==> src/core/pwr_pkg.sv <==
/*
 Constants for the halt-mode power controller: register map, field
 positions, reset values and timing counts.
 Assumes a 20 MHz aclk and a 32-bit AXI4-Lite register bus.
*/
package pwr_pkg;
   // ----------------------------------------------------------------
   // Register byte offsets
   // ----------------------------------------------------------------
   localparam logic [3:0] WAKE_CTRL_STATUS_REG_OFS = 4'h0;
   localparam logic [3:0] WAKE_PRESCALER_REG_OFS = 4'h4;
   localparam logic [3:0] MODE_CFG_OFS = 4'h8;
   localparam logic [3:0] MODE_STATUS_OFS = 4'hC;
   // ----------------------------------------------------------------
   // Field positions
   // ----------------------------------------------------------------
   localparam int WAKE_TIMER_ENABLE_BIT = 0;
   localparam int WAKE_CLOCK_MEASURE_BIT = 1;
   localparam int WAKE_TIMER_FLAG_BIT = 2;
   localparam int TIMEBASE_IRQ_ENABLE_BIT = 0;
   localparam int OVERFLOW_IRQ_ENABLE_BIT = 1;
   localparam int COUNTER_CLOCK_SELECT_LO_BIT = 2;
   localparam int COUNTER_CLOCK_SELECT_HI_BIT = 3;
   localparam int WATCHDOG_STOP_OPTION_BIT = 4;
   // ----------------------------------------------------------------
   // Reset values and codes
   // ----------------------------------------------------------------
   localparam logic [7:0] WAKE_PRESCALER_RESET = 8'hFF;
   localparam logic [7:0] WAKE_PRESCALER_IGNORED = 8'h00;
   localparam logic [4:0] MODE_CFG_RESET = 5'h00;
   localparam logic [1:0] QUALIFYING_CLOCK_SELECT = 2'h1;
   localparam logic [7:0] HALT_OPCODE = 8'h8E;
   localparam logic [1:0] RESP_OKAY = 2'h0;
   localparam logic [1:0] RESP_SLVERR = 2'h2;
   // ----------------------------------------------------------------
   // Timing
   // ----------------------------------------------------------------
   localparam int STAB_CYCLES = 256;
   localparam logic [8:0] STAB_LAST = 9'(STAB_CYCLES - 1);
   localparam int FIXED_DIVIDER = 16;
   // ----------------------------------------------------------------
   // Power states
   // ----------------------------------------------------------------
   typedef enum logic [2:0] {
      ST_RUN, ST_ACTIVE_HALT, ST_HALT, ST_SELF_WAKE_SLEEP, ST_STABILISE
   } pwr_state_t;
endpackage

==> src/core/halt_mode_power_controller.sv <==
/*
 Halt-mode power controller: decodes the halt opcode, chooses between
 active-halt, plain halt and self-wake sleep, gates clocks, times the
 256-cycle oscillator stabilisation and runs the self-wake unit.
 Assumes CPU, timers, watchdog and interrupt logic on aclk, and a wake
 RC clock arriving as a plain asynchronous input pin.
*/
`timescale 1ns/100ps
module halt_mode_power_controller #(
   parameter int FIXED_DIV = pwr_pkg::FIXED_DIVIDER
) (
   input wire logic aclk,
   input wire logic aresetn,
   input wire logic [3:0] s_axi_awaddr,
   input wire logic s_axi_awvalid,
   output logic s_axi_awready,
   input wire logic [31:0] s_axi_wdata,
   input wire logic [3:0] s_axi_wstrb,
   input wire logic s_axi_wvalid,
   output logic s_axi_wready,
   output logic [1:0] s_axi_bresp,
   output logic s_axi_bvalid,
   input wire logic s_axi_bready,
   input wire logic [3:0] s_axi_araddr,
   input wire logic s_axi_arvalid,
   output logic s_axi_arready,
   output logic [31:0] s_axi_rdata,
   output logic [1:0] s_axi_rresp,
   output logic s_axi_rvalid,
   input wire logic s_axi_rready,
   input wire logic opcode_valid,
   input wire logic [7:0] opcode,
   input wire logic lite_timer_irq,
   input wire logic reload_timer_irq,
   input wire logic halt_exit_irq,
   input wire logic reset_request,
   input wire logic watchdog_active,
   input wire logic wake_rc_clk,
   input wire logic wake_irq_ack,
   input wire logic [1:0] wake_irq_priority,
   input wire logic [1:0] ccr_level_now,
   input wire logic ccr_pop,
   output logic cpu_stall,
   output logic clear_irq_mask,
   output logic fetch_reset_vector,
   output logic resume_irq,
   output logic main_osc_enable,
   output logic peripheral_clk_enable,
   output logic timer_clk_enable,
   output logic wake_osc_enable,
   output logic capture_from_wake_clk,
   output logic capture_wake_clk,
   output logic wake_irq,
   output logic watchdog_reset_req,
   output logic ccr_level_load,
   output logic [1:0] ccr_level
);
   // ----------------------------------------------------------------
   // State
   // ----------------------------------------------------------------
   pwr_pkg::pwr_state_t state_q, state_d;
   logic [8:0] stab_cnt_q;
   logic stab_for_reset_q;
   logic [4:0] cfg_q;
   logic wake_en_q, measure_q, wake_flag_q;
   logic [7:0] presc_q;
   logic [7:0] fix_cnt_q, presc_cnt_q;
   logic [2:0] rc_sync_q;
   logic [1:0] saved_level_q;
   logic aw_held_q, w_held_q;
   logic [3:0] aw_addr_q;
   logic [31:0] w_data_q;
   logic [3:0] w_strb_q;
   logic clear_mask_q, fetch_q, resume_q, wdg_req_q, level_load_q, capture_q;
   logic [1:0] level_q;

   // ----------------------------------------------------------------
   // Decode
   // ----------------------------------------------------------------
   wire halt_exec = opcode_valid && opcode == pwr_pkg::HALT_OPCODE;
   wire ck_qualifies = {cfg_q[pwr_pkg::COUNTER_CLOCK_SELECT_HI_BIT],
      cfg_q[pwr_pkg::COUNTER_CLOCK_SELECT_LO_BIT]} == pwr_pkg::QUALIFYING_CLOCK_SELECT;
   wire active_sel = cfg_q[pwr_pkg::TIMEBASE_IRQ_ENABLE_BIT] ||
      (cfg_q[pwr_pkg::OVERFLOW_IRQ_ENABLE_BIT] && ck_qualifies);
   wire in_run = state_q == pwr_pkg::ST_RUN;
   wire halt_go = in_run && halt_exec;
   wire timer_irq = lite_timer_irq || reload_timer_irq;
   wire halt_irq = halt_exit_irq || timer_irq;
   wire rc_rise = rc_sync_q[1] && !rc_sync_q[2];
   wire in_sleep = state_q == pwr_pkg::ST_SELF_WAKE_SLEEP;
   wire fix_tick = in_sleep && rc_rise && fix_cnt_q == 8'(FIXED_DIV - 1);
   wire wake_expire = fix_tick && presc_cnt_q == presc_q - 8'h01;
   wire stab_done = state_q == pwr_pkg::ST_STABILISE && stab_cnt_q == pwr_pkg::STAB_LAST;

   // ----------------------------------------------------------------
   // Power state machine
   // ----------------------------------------------------------------
   always_comb begin
      state_d = state_q;
      unique case (state_q)
         pwr_pkg::ST_RUN: begin
            if (halt_exec) begin
               if (active_sel) state_d = pwr_pkg::ST_ACTIVE_HALT;
               else if (wake_en_q) state_d = pwr_pkg::ST_SELF_WAKE_SLEEP;
               else state_d = pwr_pkg::ST_HALT;
            end
         end
         pwr_pkg::ST_ACTIVE_HALT: begin
            if (reset_request) state_d = pwr_pkg::ST_STABILISE;
            else if (timer_irq) state_d = pwr_pkg::ST_RUN;
         end
         pwr_pkg::ST_HALT: begin
            if (reset_request || halt_irq) state_d = pwr_pkg::ST_STABILISE;
         end
         pwr_pkg::ST_SELF_WAKE_SLEEP: begin
            if (reset_request || halt_irq || wake_expire) begin
               state_d = pwr_pkg::ST_STABILISE;
            end
         end
         pwr_pkg::ST_STABILISE: begin
            if (stab_done) state_d = pwr_pkg::ST_RUN;
         end
      endcase
   end

   always_ff @(posedge aclk) begin
      if (!aresetn) begin
         state_q <= pwr_pkg::ST_RUN;
         stab_cnt_q <= 9'h000;
         stab_for_reset_q <= 1'b0;
      end else begin
         state_q <= state_d;
         stab_cnt_q <= (state_q == pwr_pkg::ST_STABILISE) ? stab_cnt_q + 9'h001 : 9'h000;
         if (state_q != pwr_pkg::ST_STABILISE) stab_for_reset_q <= reset_request;
      end
   end

   // ----------------------------------------------------------------
   // CPU side strobes
   // ----------------------------------------------------------------
   always_ff @(posedge aclk) begin
      if (!aresetn) begin
         clear_mask_q <= 1'b0;
         fetch_q <= 1'b0;
         resume_q <= 1'b0;
         wdg_req_q <= 1'b0;
      end else begin
         clear_mask_q <= halt_go;
         // Option set: halt with watchdog running asks for a reset in every halt mode
         wdg_req_q <= halt_go && watchdog_active &&
            cfg_q[pwr_pkg::WATCHDOG_STOP_OPTION_BIT];
         fetch_q <= stab_done && stab_for_reset_q;
         resume_q <= (stab_done && !stab_for_reset_q) ||
            (state_q == pwr_pkg::ST_ACTIVE_HALT && !reset_request && timer_irq);
      end
   end

   // Priority bits follow the pushed condition code register
   always_ff @(posedge aclk) begin
      if (!aresetn) begin
         saved_level_q <= 2'h0;
         level_q <= 2'h0;
         level_load_q <= 1'b0;
      end else begin
         level_load_q <= wake_irq_ack || ccr_pop;
         if (wake_irq_ack) begin
            saved_level_q <= ccr_level_now;
            level_q <= wake_irq_priority;
         end else if (ccr_pop) begin
            level_q <= saved_level_q;
         end
      end
   end

   // ----------------------------------------------------------------
   // Self-wake unit
   // ----------------------------------------------------------------
   // Wake clock is far slower than aclk, so sampling it as a pin is enough
   always_ff @(posedge aclk) begin
      if (!aresetn) begin
         rc_sync_q <= 3'h0;
         fix_cnt_q <= 8'h00;
         presc_cnt_q <= 8'h00;
         capture_q <= 1'b0;
      end else begin
         rc_sync_q <= {rc_sync_q[1:0], wake_rc_clk};
         capture_q <= rc_sync_q[1] && measure_q && in_run;
         if (!in_sleep) begin
            fix_cnt_q <= 8'h00;
            presc_cnt_q <= 8'h00;
         end else if (rc_rise) begin
            fix_cnt_q <= fix_tick ? 8'h00 : fix_cnt_q + 8'h01;
            if (fix_tick) presc_cnt_q <= wake_expire ? 8'h00 : presc_cnt_q + 8'h01;
         end
      end
   end

   // ----------------------------------------------------------------
   // Clock gating
   // ----------------------------------------------------------------
   assign cpu_stall = !in_run;
   assign main_osc_enable = in_run || state_q == pwr_pkg::ST_ACTIVE_HALT ||
      state_q == pwr_pkg::ST_STABILISE;
   assign peripheral_clk_enable = in_run;
   assign timer_clk_enable = in_run || state_q == pwr_pkg::ST_ACTIVE_HALT;
   assign wake_osc_enable = in_sleep || measure_q;
   assign capture_from_wake_clk = measure_q && in_run;
   assign capture_wake_clk = capture_q;
   assign clear_irq_mask = clear_mask_q;
   assign fetch_reset_vector = fetch_q;
   assign resume_irq = resume_q;
   assign watchdog_reset_req = wdg_req_q;
   assign wake_irq = wake_flag_q;
   assign ccr_level_load = level_load_q;
   assign ccr_level = level_q;

   // ----------------------------------------------------------------
   // AXI4-Lite slave
   // ----------------------------------------------------------------
   wire wr_fire = aw_held_q && w_held_q && !s_axi_bvalid;
   wire wr_csr = wr_fire && aw_addr_q == pwr_pkg::WAKE_CTRL_STATUS_REG_OFS && w_strb_q[0];
   wire wr_presc = wr_fire && aw_addr_q == pwr_pkg::WAKE_PRESCALER_REG_OFS && w_strb_q[0];
   wire wr_cfg = wr_fire && aw_addr_q == pwr_pkg::MODE_CFG_OFS && w_strb_q[0];
   wire wr_hit = aw_addr_q == pwr_pkg::WAKE_CTRL_STATUS_REG_OFS ||
      aw_addr_q == pwr_pkg::WAKE_PRESCALER_REG_OFS || aw_addr_q == pwr_pkg::MODE_CFG_OFS;
   wire rd_fire = s_axi_arvalid && s_axi_arready;
   wire rd_csr = rd_fire && s_axi_araddr == pwr_pkg::WAKE_CTRL_STATUS_REG_OFS;
   wire [31:0] csr_word = {29'h0, wake_flag_q, measure_q, wake_en_q};
   logic [31:0] rd_word;
   logic rd_hit;

   always_comb begin
      rd_word = 32'h0000_0000;
      rd_hit = 1'b1;
      unique case (s_axi_araddr)
         pwr_pkg::WAKE_CTRL_STATUS_REG_OFS: rd_word = csr_word;
         pwr_pkg::WAKE_PRESCALER_REG_OFS: rd_word = {24'h0, presc_q};
         pwr_pkg::MODE_CFG_OFS: rd_word = {27'h0, cfg_q};
         pwr_pkg::MODE_STATUS_OFS: rd_word = {28'h0, cpu_stall, state_q};
         default: rd_hit = 1'b0;
      endcase
   end

   assign s_axi_awready = !aw_held_q;
   assign s_axi_wready = !w_held_q;
   assign s_axi_arready = !s_axi_rvalid;

   always_ff @(posedge aclk) begin
      if (!aresetn) begin
         aw_held_q <= 1'b0;
         w_held_q <= 1'b0;
         aw_addr_q <= 4'h0;
         w_data_q <= 32'h0000_0000;
         w_strb_q <= 4'h0;
         s_axi_bvalid <= 1'b0;
         s_axi_bresp <= pwr_pkg::RESP_OKAY;
      end else begin
         if (s_axi_awvalid && !aw_held_q) begin
            aw_held_q <= 1'b1;
            aw_addr_q <= {s_axi_awaddr[3:2], 2'b00};
         end else if (wr_fire) begin
            aw_held_q <= 1'b0;
         end
         if (s_axi_wvalid && !w_held_q) begin
            w_held_q <= 1'b1;
            w_data_q <= s_axi_wdata;
            w_strb_q <= s_axi_wstrb;
         end else if (wr_fire) begin
            w_held_q <= 1'b0;
         end
         if (wr_fire) begin
            s_axi_bvalid <= 1'b1;
            s_axi_bresp <= wr_hit ? pwr_pkg::RESP_OKAY : pwr_pkg::RESP_SLVERR;
         end else if (s_axi_bready) begin
            s_axi_bvalid <= 1'b0;
         end
      end
   end

   always_ff @(posedge aclk) begin
      if (!aresetn) begin
         s_axi_rvalid <= 1'b0;
         s_axi_rdata <= 32'h0000_0000;
         s_axi_rresp <= pwr_pkg::RESP_OKAY;
      end else if (rd_fire) begin
         s_axi_rvalid <= 1'b1;
         s_axi_rdata <= rd_word;
         s_axi_rresp <= rd_hit ? pwr_pkg::RESP_OKAY : pwr_pkg::RESP_SLVERR;
      end else if (s_axi_rready) begin
         s_axi_rvalid <= 1'b0;
      end
   end

   // ----------------------------------------------------------------
   // Software registers
   // ----------------------------------------------------------------
   always_ff @(posedge aclk) begin
      if (!aresetn) begin
         wake_en_q <= 1'b0;
         measure_q <= 1'b0;
         wake_flag_q <= 1'b0;
         presc_q <= pwr_pkg::WAKE_PRESCALER_RESET;
         cfg_q <= pwr_pkg::MODE_CFG_RESET;
      end else begin
         if (wr_csr) begin
            wake_en_q <= w_data_q[pwr_pkg::WAKE_TIMER_ENABLE_BIT];
            measure_q <= w_data_q[pwr_pkg::WAKE_CLOCK_MEASURE_BIT];
         end
         // Expiry beats a same-cycle read, so no wakeup is lost
         if (wake_expire) wake_flag_q <= 1'b1;
         else if (rd_csr) wake_flag_q <= 1'b0;
         if (wr_presc && w_data_q[7:0] != pwr_pkg::WAKE_PRESCALER_IGNORED) begin
            presc_q <= w_data_q[7:0];
         end
         if (wr_cfg) cfg_q <= w_data_q[4:0];
      end
   end

   // ----------------------------------------------------------------
   // Checks
   // ----------------------------------------------------------------
   logic [9:0] stall_cnt_q;
   always_ff @(posedge aclk) begin
      if (!aresetn) stall_cnt_q <= 10'h000;
      else stall_cnt_q <= (state_q == pwr_pkg::ST_STABILISE) ? stall_cnt_q + 10'h001 : 10'h000;
   end

   a_active_choice: assert property (@(posedge aclk) disable iff (!aresetn)
      halt_go && active_sel |=> state_q == pwr_pkg::ST_ACTIVE_HALT)
      else $error("active-halt not chosen");
   a_active_exit: assert property (@(posedge aclk) disable iff (!aresetn)
      state_q == pwr_pkg::ST_ACTIVE_HALT && !timer_irq && !reset_request
      |=> state_q == pwr_pkg::ST_ACTIVE_HALT)
      else $error("active-halt left without cause");
   a_stab_length: assert property (@(posedge aclk) disable iff (!aresetn)
      state_q == pwr_pkg::ST_STABILISE |-> stall_cnt_q < pwr_pkg::STAB_CYCLES)
      else $error("stabilisation too long");
   a_reset_fetch: assert property (@(posedge aclk) disable iff (!aresetn)
      $rose(state_q == pwr_pkg::ST_STABILISE) && stab_for_reset_q
      |-> ##256 fetch_reset_vector)
      else $error("reset vector fetch not after 256 cycles");
   a_irq_resume: assert property (@(posedge aclk) disable iff (!aresetn)
      state_q == pwr_pkg::ST_ACTIVE_HALT && timer_irq && !reset_request
      |=> in_run && resume_irq)
      else $error("timer wake not immediate");
   a_mask_clear: assert property (@(posedge aclk) disable iff (!aresetn)
      halt_go |=> clear_irq_mask && cpu_stall)
      else $error("mask not cleared on halt");
   a_halt_clocks: assert property (@(posedge aclk) disable iff (!aresetn)
      state_q == pwr_pkg::ST_HALT |-> !main_osc_enable && !peripheral_clk_enable)
      else $error("clocks running in halt");
   a_flag_set: assert property (@(posedge aclk) disable iff (!aresetn)
      wake_expire |=> wake_flag_q && state_q == pwr_pkg::ST_STABILISE)
      else $error("wake expiry lost");
   a_flag_read: assert property (@(posedge aclk) disable iff (!aresetn)
      rd_csr && !wake_expire |=> !wake_irq)
      else $error("flag not cleared by read");
   a_presc_zero: assert property (@(posedge aclk) disable iff (!aresetn)
      wr_presc && w_data_q[7:0] == 8'h00 |=> $stable(presc_q))
      else $error("zero prescaler accepted");

   c_active_cycle: cover property (@(posedge aclk) disable iff (!aresetn)
      state_q == pwr_pkg::ST_ACTIVE_HALT ##1 resume_irq);
   c_self_wake: cover property (@(posedge aclk) disable iff (!aresetn) wake_expire);
   c_halt_reset: cover property (@(posedge aclk) disable iff (!aresetn)
      state_q == pwr_pkg::ST_HALT ##1 reset_request ##[1:300] fetch_reset_vector);
endmodule

==> config.mk <==
export PLATFORM = sky130hd
export DESIGN_NAME = halt_mode_power_controller
export DESIGN_NICKNAME = d
export VERILOG_FILES = /design/src/core/pwr_pkg.sv /design/src/core/halt_mode_power_controller.sv
export SDC_FILE = /design/constraint.sdc
export NUM_CORES = 1
export LEC_CHECK = 0
export ABC_AREA = 1
export BUFFER_PORTS_ARGS = -buffer_cell sky130_fd_sc_hd__buf_2
export CELL_PAD_IN_SITES_DETAIL_PLACEMENT = 1
export CELL_PAD_IN_SITES_GLOBAL_PLACEMENT = 1
export CORE_MARGIN = 2
export CORE_UTILIZATION = 38
export CTS_CLUSTER_DIAMETER = 200
export DETAILED_ROUTE_END_ITERATION = 10
export GPL_ROUTABILITY_DRIVEN = 0
export MAX_ROUTING_LAYER = met4
export PLACE_DENSITY_LB_ADDON = 0.08
export SLEW_MARGIN = 20
export SYNTH_ARGS = -nofsm -noshare
export SYNTH_HDL_FRONTEND = slang
export SYNTH_SLANG_ARGS = --single-unit
==> constraint.sdc <==
create_clock -name aclk -period 2.9 [get_ports aclk]
set_input_delay 0.435 -clock aclk [delete_from_list [all_inputs] [get_ports aclk]]
set_output_delay 0.435 -clock aclk [all_outputs]
set_load 0.02 [all_outputs]
==> run summary, run 1 <==
Period minus WS final: 2.21 ns
Post-CTS Setup Bufs: 0
Clock tree buffer depth: 2
Initial antenna violation count: 0
Register-to-register setup slack: 0.69 ns
Largest cells by area after synthesis: dfxtp_1 42%, nand2_1 11%, inv_1 7.5%
Area of placed instances: 0.00436 mm^2
Area delta synth->final: 15.1%
CP endpoint: state_q[0]
Clk sinks: 83
Netlist cell types: 43
Maximum VDD drop: 0.000263 V
Ports: 128
WL final: 9850 um
Clk_lat worst skew: 0.35 ns
Final global-route overflow total: 0
Slew HR: 0.634
Fin Clk Skew: 0.00804 ns
Antenna cells: 0
TritonCTS Buffers: 9
Logic pwr share: 0.217
Worst Setup SP: stab_cnt_q[0]
Most frequent cell after synthesis: nand2_1
Iteration-0 DRC count of the detailed router: 82
Register area: 0.00166 mm^2
Top_reg_cell synth: dfxtp_1
Post-layout net count: 702
Synth area leader: dfxtp_1
Reg2Reg Depth: 13
Arr. time, crit path: 2.47 ns
Sequential area share after synthesis: 0.418
RSZ-0062 raised after global routing: no
Share of cells above drive strength 1: 0.173
Period utilization: 0.762
TritonCTS clock tree: built
Global-route wire length before repair: 16,200 um
Critical path type: flop to flop
Top cell type's share of synthesized area: 0.418
Root buffer cell: clkbuf_8
# DRC: 0
Reg power frac: 0.458
Pwr Density: 598 mW/mm^2
Filler cells: 1,383
Worst r2r src: stab_cnt_q[0]
Die area: 0.0113 mm^2
Psw: 910 uW
Worst Hold Launch: wake_rc_clk
Hold-fix buffers, CTS: 0
Number of global-route vias before repair: 3,550
Drt first pass iters: 4
Clock Power Share: 0.326
Syn Area/Cell: 7.21 um^2
Cell internal pwr: 1820 uW
Post-CTS sizing: 0
Final ANT Viol Nets: 0
Outcome: finished, final reports clean
Ys async rst share: 0
LEAKAGE: 0.00204 uW
Area of the core: 0.0102 mm^2
Multi-input gate area: 0.00186 mm^2
Synth warn: 0
Total Routing Usage GR: 0.183
Die Wd: 106 um
DP Wirelength: 7640 um
Crit. End Element: flop
CP Max Fanout: 6
Max-Cap Viols: 0
R2R Path End: state_q[0]
Setup Viol. Count Final: 0
Post-synth EDFFs: 0
Clock transition at path regs: 0.09 ns
Worst EP required: 3.16 ns
Gate count of the mapped netlist: 551
Via Count: 3,585
Sw Ratio: 0.333
H-tree Lvls: 3
Startpoint Class: flop
Slew @ Worst Pin: 0.547 ns
Largest net degree at the start of global routing: 42
Hold Violations, Final: 0
Cell row count: 37
Max Slew Vio Count: 0
Syn Std Cell Area: 0.00397 mm^2
Worst hold path type: primary input to flop
Port bufs: 72
Die Ht: 106 um
Setup TNS: 0 ns
Via-to-Cell Ratio: 4.68
Wire per inst: 12.9 um
Starting Density: 0.388
Final Instance Area: 0.00457 mm^2
Commonest cells post-synth: 114 x nand2_1, 83 x dfxtp_1, 79 x inv_1, 57 x nor2_1, 46 x a21oi_1
Synthesis-stage register bit count: 83
Fmax achieved: 452 MHz
-- worst min path at each step --
| stage | end | slack (ns) | cells past startpoint |
|---|---|---|---|
| global route | rc_sync_q[0] | 0.28 | 3 |
| detailed placement | rc_sync_q[1] | 0.40 | 2 |
| CTS | rc_sync_q[0] | 0.27 | 3 |
| finish | rc_sync_q[0] | 0.29 | 3 |
| floorplan | rc_sync_q[1] | 0.39 | 2 |
| global placement | rc_sync_q[1] | 0.40 | 2 |
-- cell type report --
| cell class | instances | area share |
|---|---|---|
| Clock buffer | 11 | 0.0331 |
| Clock inverter | 5 | 0.0131 |
| Inverter | 81 | 0.0665 |
| Multi-Input combinational cell | 377 | 0.406 |
| Sequential cell | 83 | 0.364 |
| Tap cell | 136 | 0.0372 |
| Timing Repair Buffer | 73 | 0.0805 |
-- routing by layer --
| metal | part of all wire | wire length (um) | GRT usage | up-vias |
|---|---|---|---|---|
| met5 | 0 | 0 | - | - |
| met4 | 0.0094 | 93 | 0.0498 | 0 |
| met3 | 0.025 | 251 | 0.0362 | 7 |
| met2 | 0.50 | 4940 | 0.309 | 45 |
| met1 | 0.46 | 4560 | 0.225 | 1659 |
| li1 | - | - | - | 1874 |
-- cells by family (layout without fill, tap and decap cells) --
family / Yosys count / after routing / synth area share
AOI/OAI and AO/OA: 103 / 103 / 0.149
other: 1 / 26 / 0.000944
and+or+nand+nor: 235 / 235 / 0.260
adders and majority gates: 5 / 5 / 0.0158
xor gates and xnor gates: 8 / 8 / 0.0176
DFF: 83 / 83 / 0.418
buffers and inverters: 116 / 170 / 0.138
-- stage by stage --
| step | setup slack, ns | hold WS [ns] | util | instances | total power, uW |
|---|---|---|---|---|---|
| after floorplan | 1.03 | 0.390 | - | 576 | 1710 |
| after global placement | 0.754 | 0.401 | 0.426 | 750 | 1860 |
| after detailed placement | 0.673 | 0.402 | 0.426 | 750 | 1870 |
| after CTS | 0.659 | 0.273 | 0.447 | 766 | 2780 |
| after global routing | 0.394 | 0.283 | 0.447 | 766 | 2910 |
| final | 0.689 | 0.287 | 0.447 | 766 | 2730 |
-- critical path: stages (launching register included) --
cell      delay (ns)
dfxtp_1         0.37
ha_1            0.17
nand2_1         0.07
nor2_1          0.09
inv_1           0.06
nor2_1          0.14
nand2_1         0.09
nor3_1          0.17
ha_1            0.24
o221ai_1        0.14
nor2_1          0.33
nand3_1         0.12
nand2_1         0.08
nor2_1          0.04
-- state kept, by name, summed over array words and instances, names as in the netlist, 2 cells and up --
| name | cells |
|---|---|
| stab_cnt_q | 9 |
| fix_cnt_q | 8 |
| presc_cnt_q | 8 |
| presc_q | 8 |
| s_axi_rdata | 8 |
| w_data_q | 8 |
| cfg_q | 5 |
| rc_sync_q | 3 |
| state_q | 3 |
| aw_addr_q | 2 |
| ccr_level | 2 |
| saved_level_q | 2 |
-- cells in the final DEF, fill, tap and decap left out, drive strengths merged, types with 3 or more instances in the layout --
master | synthesis | routed
xor2 | 4 | 4
nand3 | 25 | 25
clkbuf | 6 | 11
a21oi | 46 | 46
ha | 5 | 5
o211ai | 8 | 8
and3 | 3 | 3
nor3 | 12 | 12
nor2 | 65 | 65
dfxtp | 83 | 83
xnor2 | 4 | 4
nand2 | 117 | 117
o2111ai | 3 | 3
conb | 1 | 26
buf | 29 | 73
nand4 | 7 | 7
o21ai | 33 | 33
inv | 81 | 82
-- power by group through the flow --
stage	logic, uW	registers, uW	clock network, uW
6_report	592	1250	890
5_1_grt	674	1260	981
2_1_floorplan	446	1270	0
3_5_place_dp	597	1280	0
4_1_cts	599	1250	929
3_3_place_gp	588	1270	0
(Power assumes the default switching activity.)
==> inputs of run 2 (changes only) <==
--- a/config.mk
+++ b/config.mk
@@ -5,12 +5,12 @@
 export SDC_FILE = /design/constraint.sdc
 export NUM_CORES = 1
 export LEC_CHECK = 0
-export ABC_AREA = 1
+export ABC_AREA = 0
 export BUFFER_PORTS_ARGS = -buffer_cell sky130_fd_sc_hd__buf_2
 export CELL_PAD_IN_SITES_DETAIL_PLACEMENT = 1
 export CELL_PAD_IN_SITES_GLOBAL_PLACEMENT = 1
 export CORE_MARGIN = 2
-export CORE_UTILIZATION = 38
+export CORE_UTILIZATION = 33
 export CTS_CLUSTER_DIAMETER = 200
 export DETAILED_ROUTE_END_ITERATION = 10
 export GPL_ROUTABILITY_DRIVEN = 0
==> constraint.sdc (replaced) <==
create_clock -name aclk -period 1.9 [get_ports aclk]
set_input_delay 0.285 -clock aclk [delete_from_list [all_inputs] [get_ports aclk]]
set_output_delay 0.285 -clock aclk [all_outputs]
set_load 0.02 [all_outputs]
==> run 2 against run 1 <==
Effect of this change:
- setup slack got worse by 0.68 ns
- die area rose by 13%
- cell count down 9.1%
- routed wire length up 3.0%
==> run summary, run 2 <==
Area of placed instances: 0.00449 mm^2
Period minus WS final: 1.89 ns
Antenna cells: 0
Arr. time, crit path: 2.10 ns
CP Cell Sequence: or4_4, nor4_4, o2111ai_2, a211oi_4, buf_12, o32ai_2
Drt first pass iters: 4
Largest net degree at the start of global routing: 41
Number of global-route vias before repair: 3,337
Die Wd: 113 um
WL final: 10,100 um
Root buffer cell: clkbuf_16
Via Count: 3,403
Clock Power Share: 0.490
Pwr Density: 829 mW/mm^2
Synth area leader: dfxtp_1
Area delta synth->final: 25.7%
Largest family of logic cells by synthesized area: simple AND/OR/NAND/NOR gates
Post-synthesis mux area share: 0.0610
Max-Cap Viols: 0
Clock tree buffer depth: 2
Slew HR: 0.640
Syn Std Cell Area: 0.00390 mm^2
Ports: 128
CP Max Fanout: 8
Startpoint Class: flop
Slew @ Worst Pin: 0.538 ns
Commonest cells post-synth: 83 x dfxtp_1, 61 x nor2_1, 50 x nand2_1, 27 x a21oi_1, 26 x buf_4
Post-synth EDFFs: 0
DP Wirelength: 7550 um
RSZ-0062 raised after global routing: yes
Hold-fix buffers, CTS: 0
Initial antenna violation count: 0
Post-layout net count: 625
CP Buf/Inv Count: 1
H-tree Lvls: 3
Area of the core: 0.0115 mm^2
Crit-path leading delay family: simple AND/OR/NAND/NOR gates
Register name with the most flops: stab_cnt_q
Wire per inst: 14.6 um
Port bufs: 72
Total Routing Usage GR: 0.171
Logic pwr share: 0.065
LEAKAGE: 0.00199 uW
Hold Violations, Final: 0
Gate count of the mapped netlist: 451
CP peak stage delay: 0.54 ns
Sequential area share after synthesis: 0.426
Ys async rst share: 0
Top cell type's share of synthesized area: 0.426
Post-synthesis compound-gate area fraction: 0.115
Fin Clk Skew: 0.00808 ns
Outcome: finished, final reports clean
Final Instance Area: 0.00490 mm^2
Sw Ratio: 0.222
Crit path max-delay cell type: or4_4
Iteration-0 DRC count of the detailed router: 166
Xor/xnor share of the synthesized area: 0.0539
Worst hold path type: primary input to flop
Top_reg_cell synth: dfxtp_1
Non-filler cells in the finished layout: 696
Global-route wire length before repair: 16,800 um
Critical path type: flop to flop
Cell row count: 39
Psw: 904 uW
TritonCTS Buffers: 9
Synth warn: 0
# DRC: 0
Pre-CTS WS: -0.0974 ns
Crit. End Element: flop
Max reg flops: 9
Via-to-Cell Ratio: 4.89
Reg power frac: 0.444
Largest cells by area after synthesis: dfxtp_1 43%, nor2_1 5.9%, buf_4 5.0%
Most frequent cells in the layout: 81 x dfxtp_1, 72 x buf_2, 60 x nor2_1, 50 x nand2_1, 31 x buf_4
Final global-route overflow total: 0
Synth Area in Simple Gates: 0.243
Clk sinks: 83
Setup Viol. Count Final: 0
Post-Place Cells: 676
Post-layout worst setup margin: 0.00613 ns
Final core utilization: 0.427
Most frequent cell after synthesis: dfxtp_1
Cell internal pwr: 3160 uW
TritonCTS clock tree: built
Fmax achieved: 528 MHz
Worst EP required: 2.10 ns
Clock transition at path regs: 0.06 ns
Most common cell after layout, fill and taps aside: dfxtp_1
Maximum VDD drop: 0.000632 V
Die Ht: 113 um
Share of cells above drive strength 1: 0.259
Period utilization: 0.997
Netlist cell types: 55
Final ANT Viol Nets: 0
Starting Density: 0.340
Syn Area/Cell: 8.64 um^2
Synthesis-stage register bit count: 83
Die area: 0.0127 mm^2
Clk_lat worst skew: 0.34 ns
Max Slew Vio Count: 0
Adder-Cell Fraction of Synth Area: 0.0161
## run 2: cell types whose count changed in the layout (fill, tap and decap cells not counted), sizes merged, moves of 11 or more
cell,before,now
inv,82,15
buf,73,105
nand3,25,9
o21ai,33,7
a21oi,46,27
xor2,4,15
mux2i,0,17
nand2,117,50
## run 2: final timing paths
check	from	to	slack [ns]	cells past startpoint
worst max-delay path	fix_cnt_q[4]	state_q[0]	0.006	6
worst max register to register	fix_cnt_q[4]	state_q[0]	0.006	6
worst min-delay path	s_axi_awvalid	aw_held_q	0.15	3
worst min register to register	rc_sync_q[0]	rc_sync_q[1]	0.44	1
## run 2: per-stage QoR
step | TNS [ns] | hold WS, ns | total power, uW
3_3_place_gp | 0 | 0.421 | 2110
6_report | 0 | 0.152 | 4060
5_1_grt | -0.671 | 0.148 | 4240
4_1_cts | -0.0440 | 0.145 | 4120
2_1_floorplan | 0 | 0.401 | 2050
3_5_place_dp | -0.359 | 0.429 | 2110
## run 2: cells by family after synthesis
kind of cell               Yosys count
DFF                                 83
and+or+nand+nor                    193
buffers and inverters               59
adders and majority gates            5
muxes                               20
other                                1
xor gates and xnor gates            24
AOI/OAI and AO/OA                   66
## run 2: final cells by class
class | instances | area [um^2]
multi-input cells | 334 | 2040
inverters | 15 | 56.3
flip-flops and latches | 83 | 1660
clock inverters | 4 | 98.8
repair buffers | 105 | 628
fillers | 1383 | 6570
well taps | 143 | 179
clock buffers | 12 | 236
## run 2: worst min-delay path: cells and delay by family
family	cells	cell delay, ns
buffers and inverters	1	0.09
and+or+nand+nor	2	0.09
## run 2: per-layer routing
layer  vias to the layer above  track usage  share of wire
li1                       1690            -              -
met4                         0       0.0585          0.013
met5                         -            -              0
met2                        67        0.266           0.46
met3                        11       0.0427          0.039
met1                      1635        0.218           0.49
## run 2: power groups by stage
stage                     clock (uW)  combinational, uW  sequential [uW]
after CTS                       2050                269             1810
after global placement             0                262             1840
after floorplan                    0                202             1850
after detailed placement           0                267             1840
after global routing            2130                298             1810
final                           1990                266             1810
## run 2: repair_timing
action / 4_1_cts / 5_1_grt
gates resized for setup: 4 / 9
gates cloned: 0 / 0
setup endpoints to repair: 11 / 13
buffers inserted: 0 / 4
pin swaps: 0 / 4
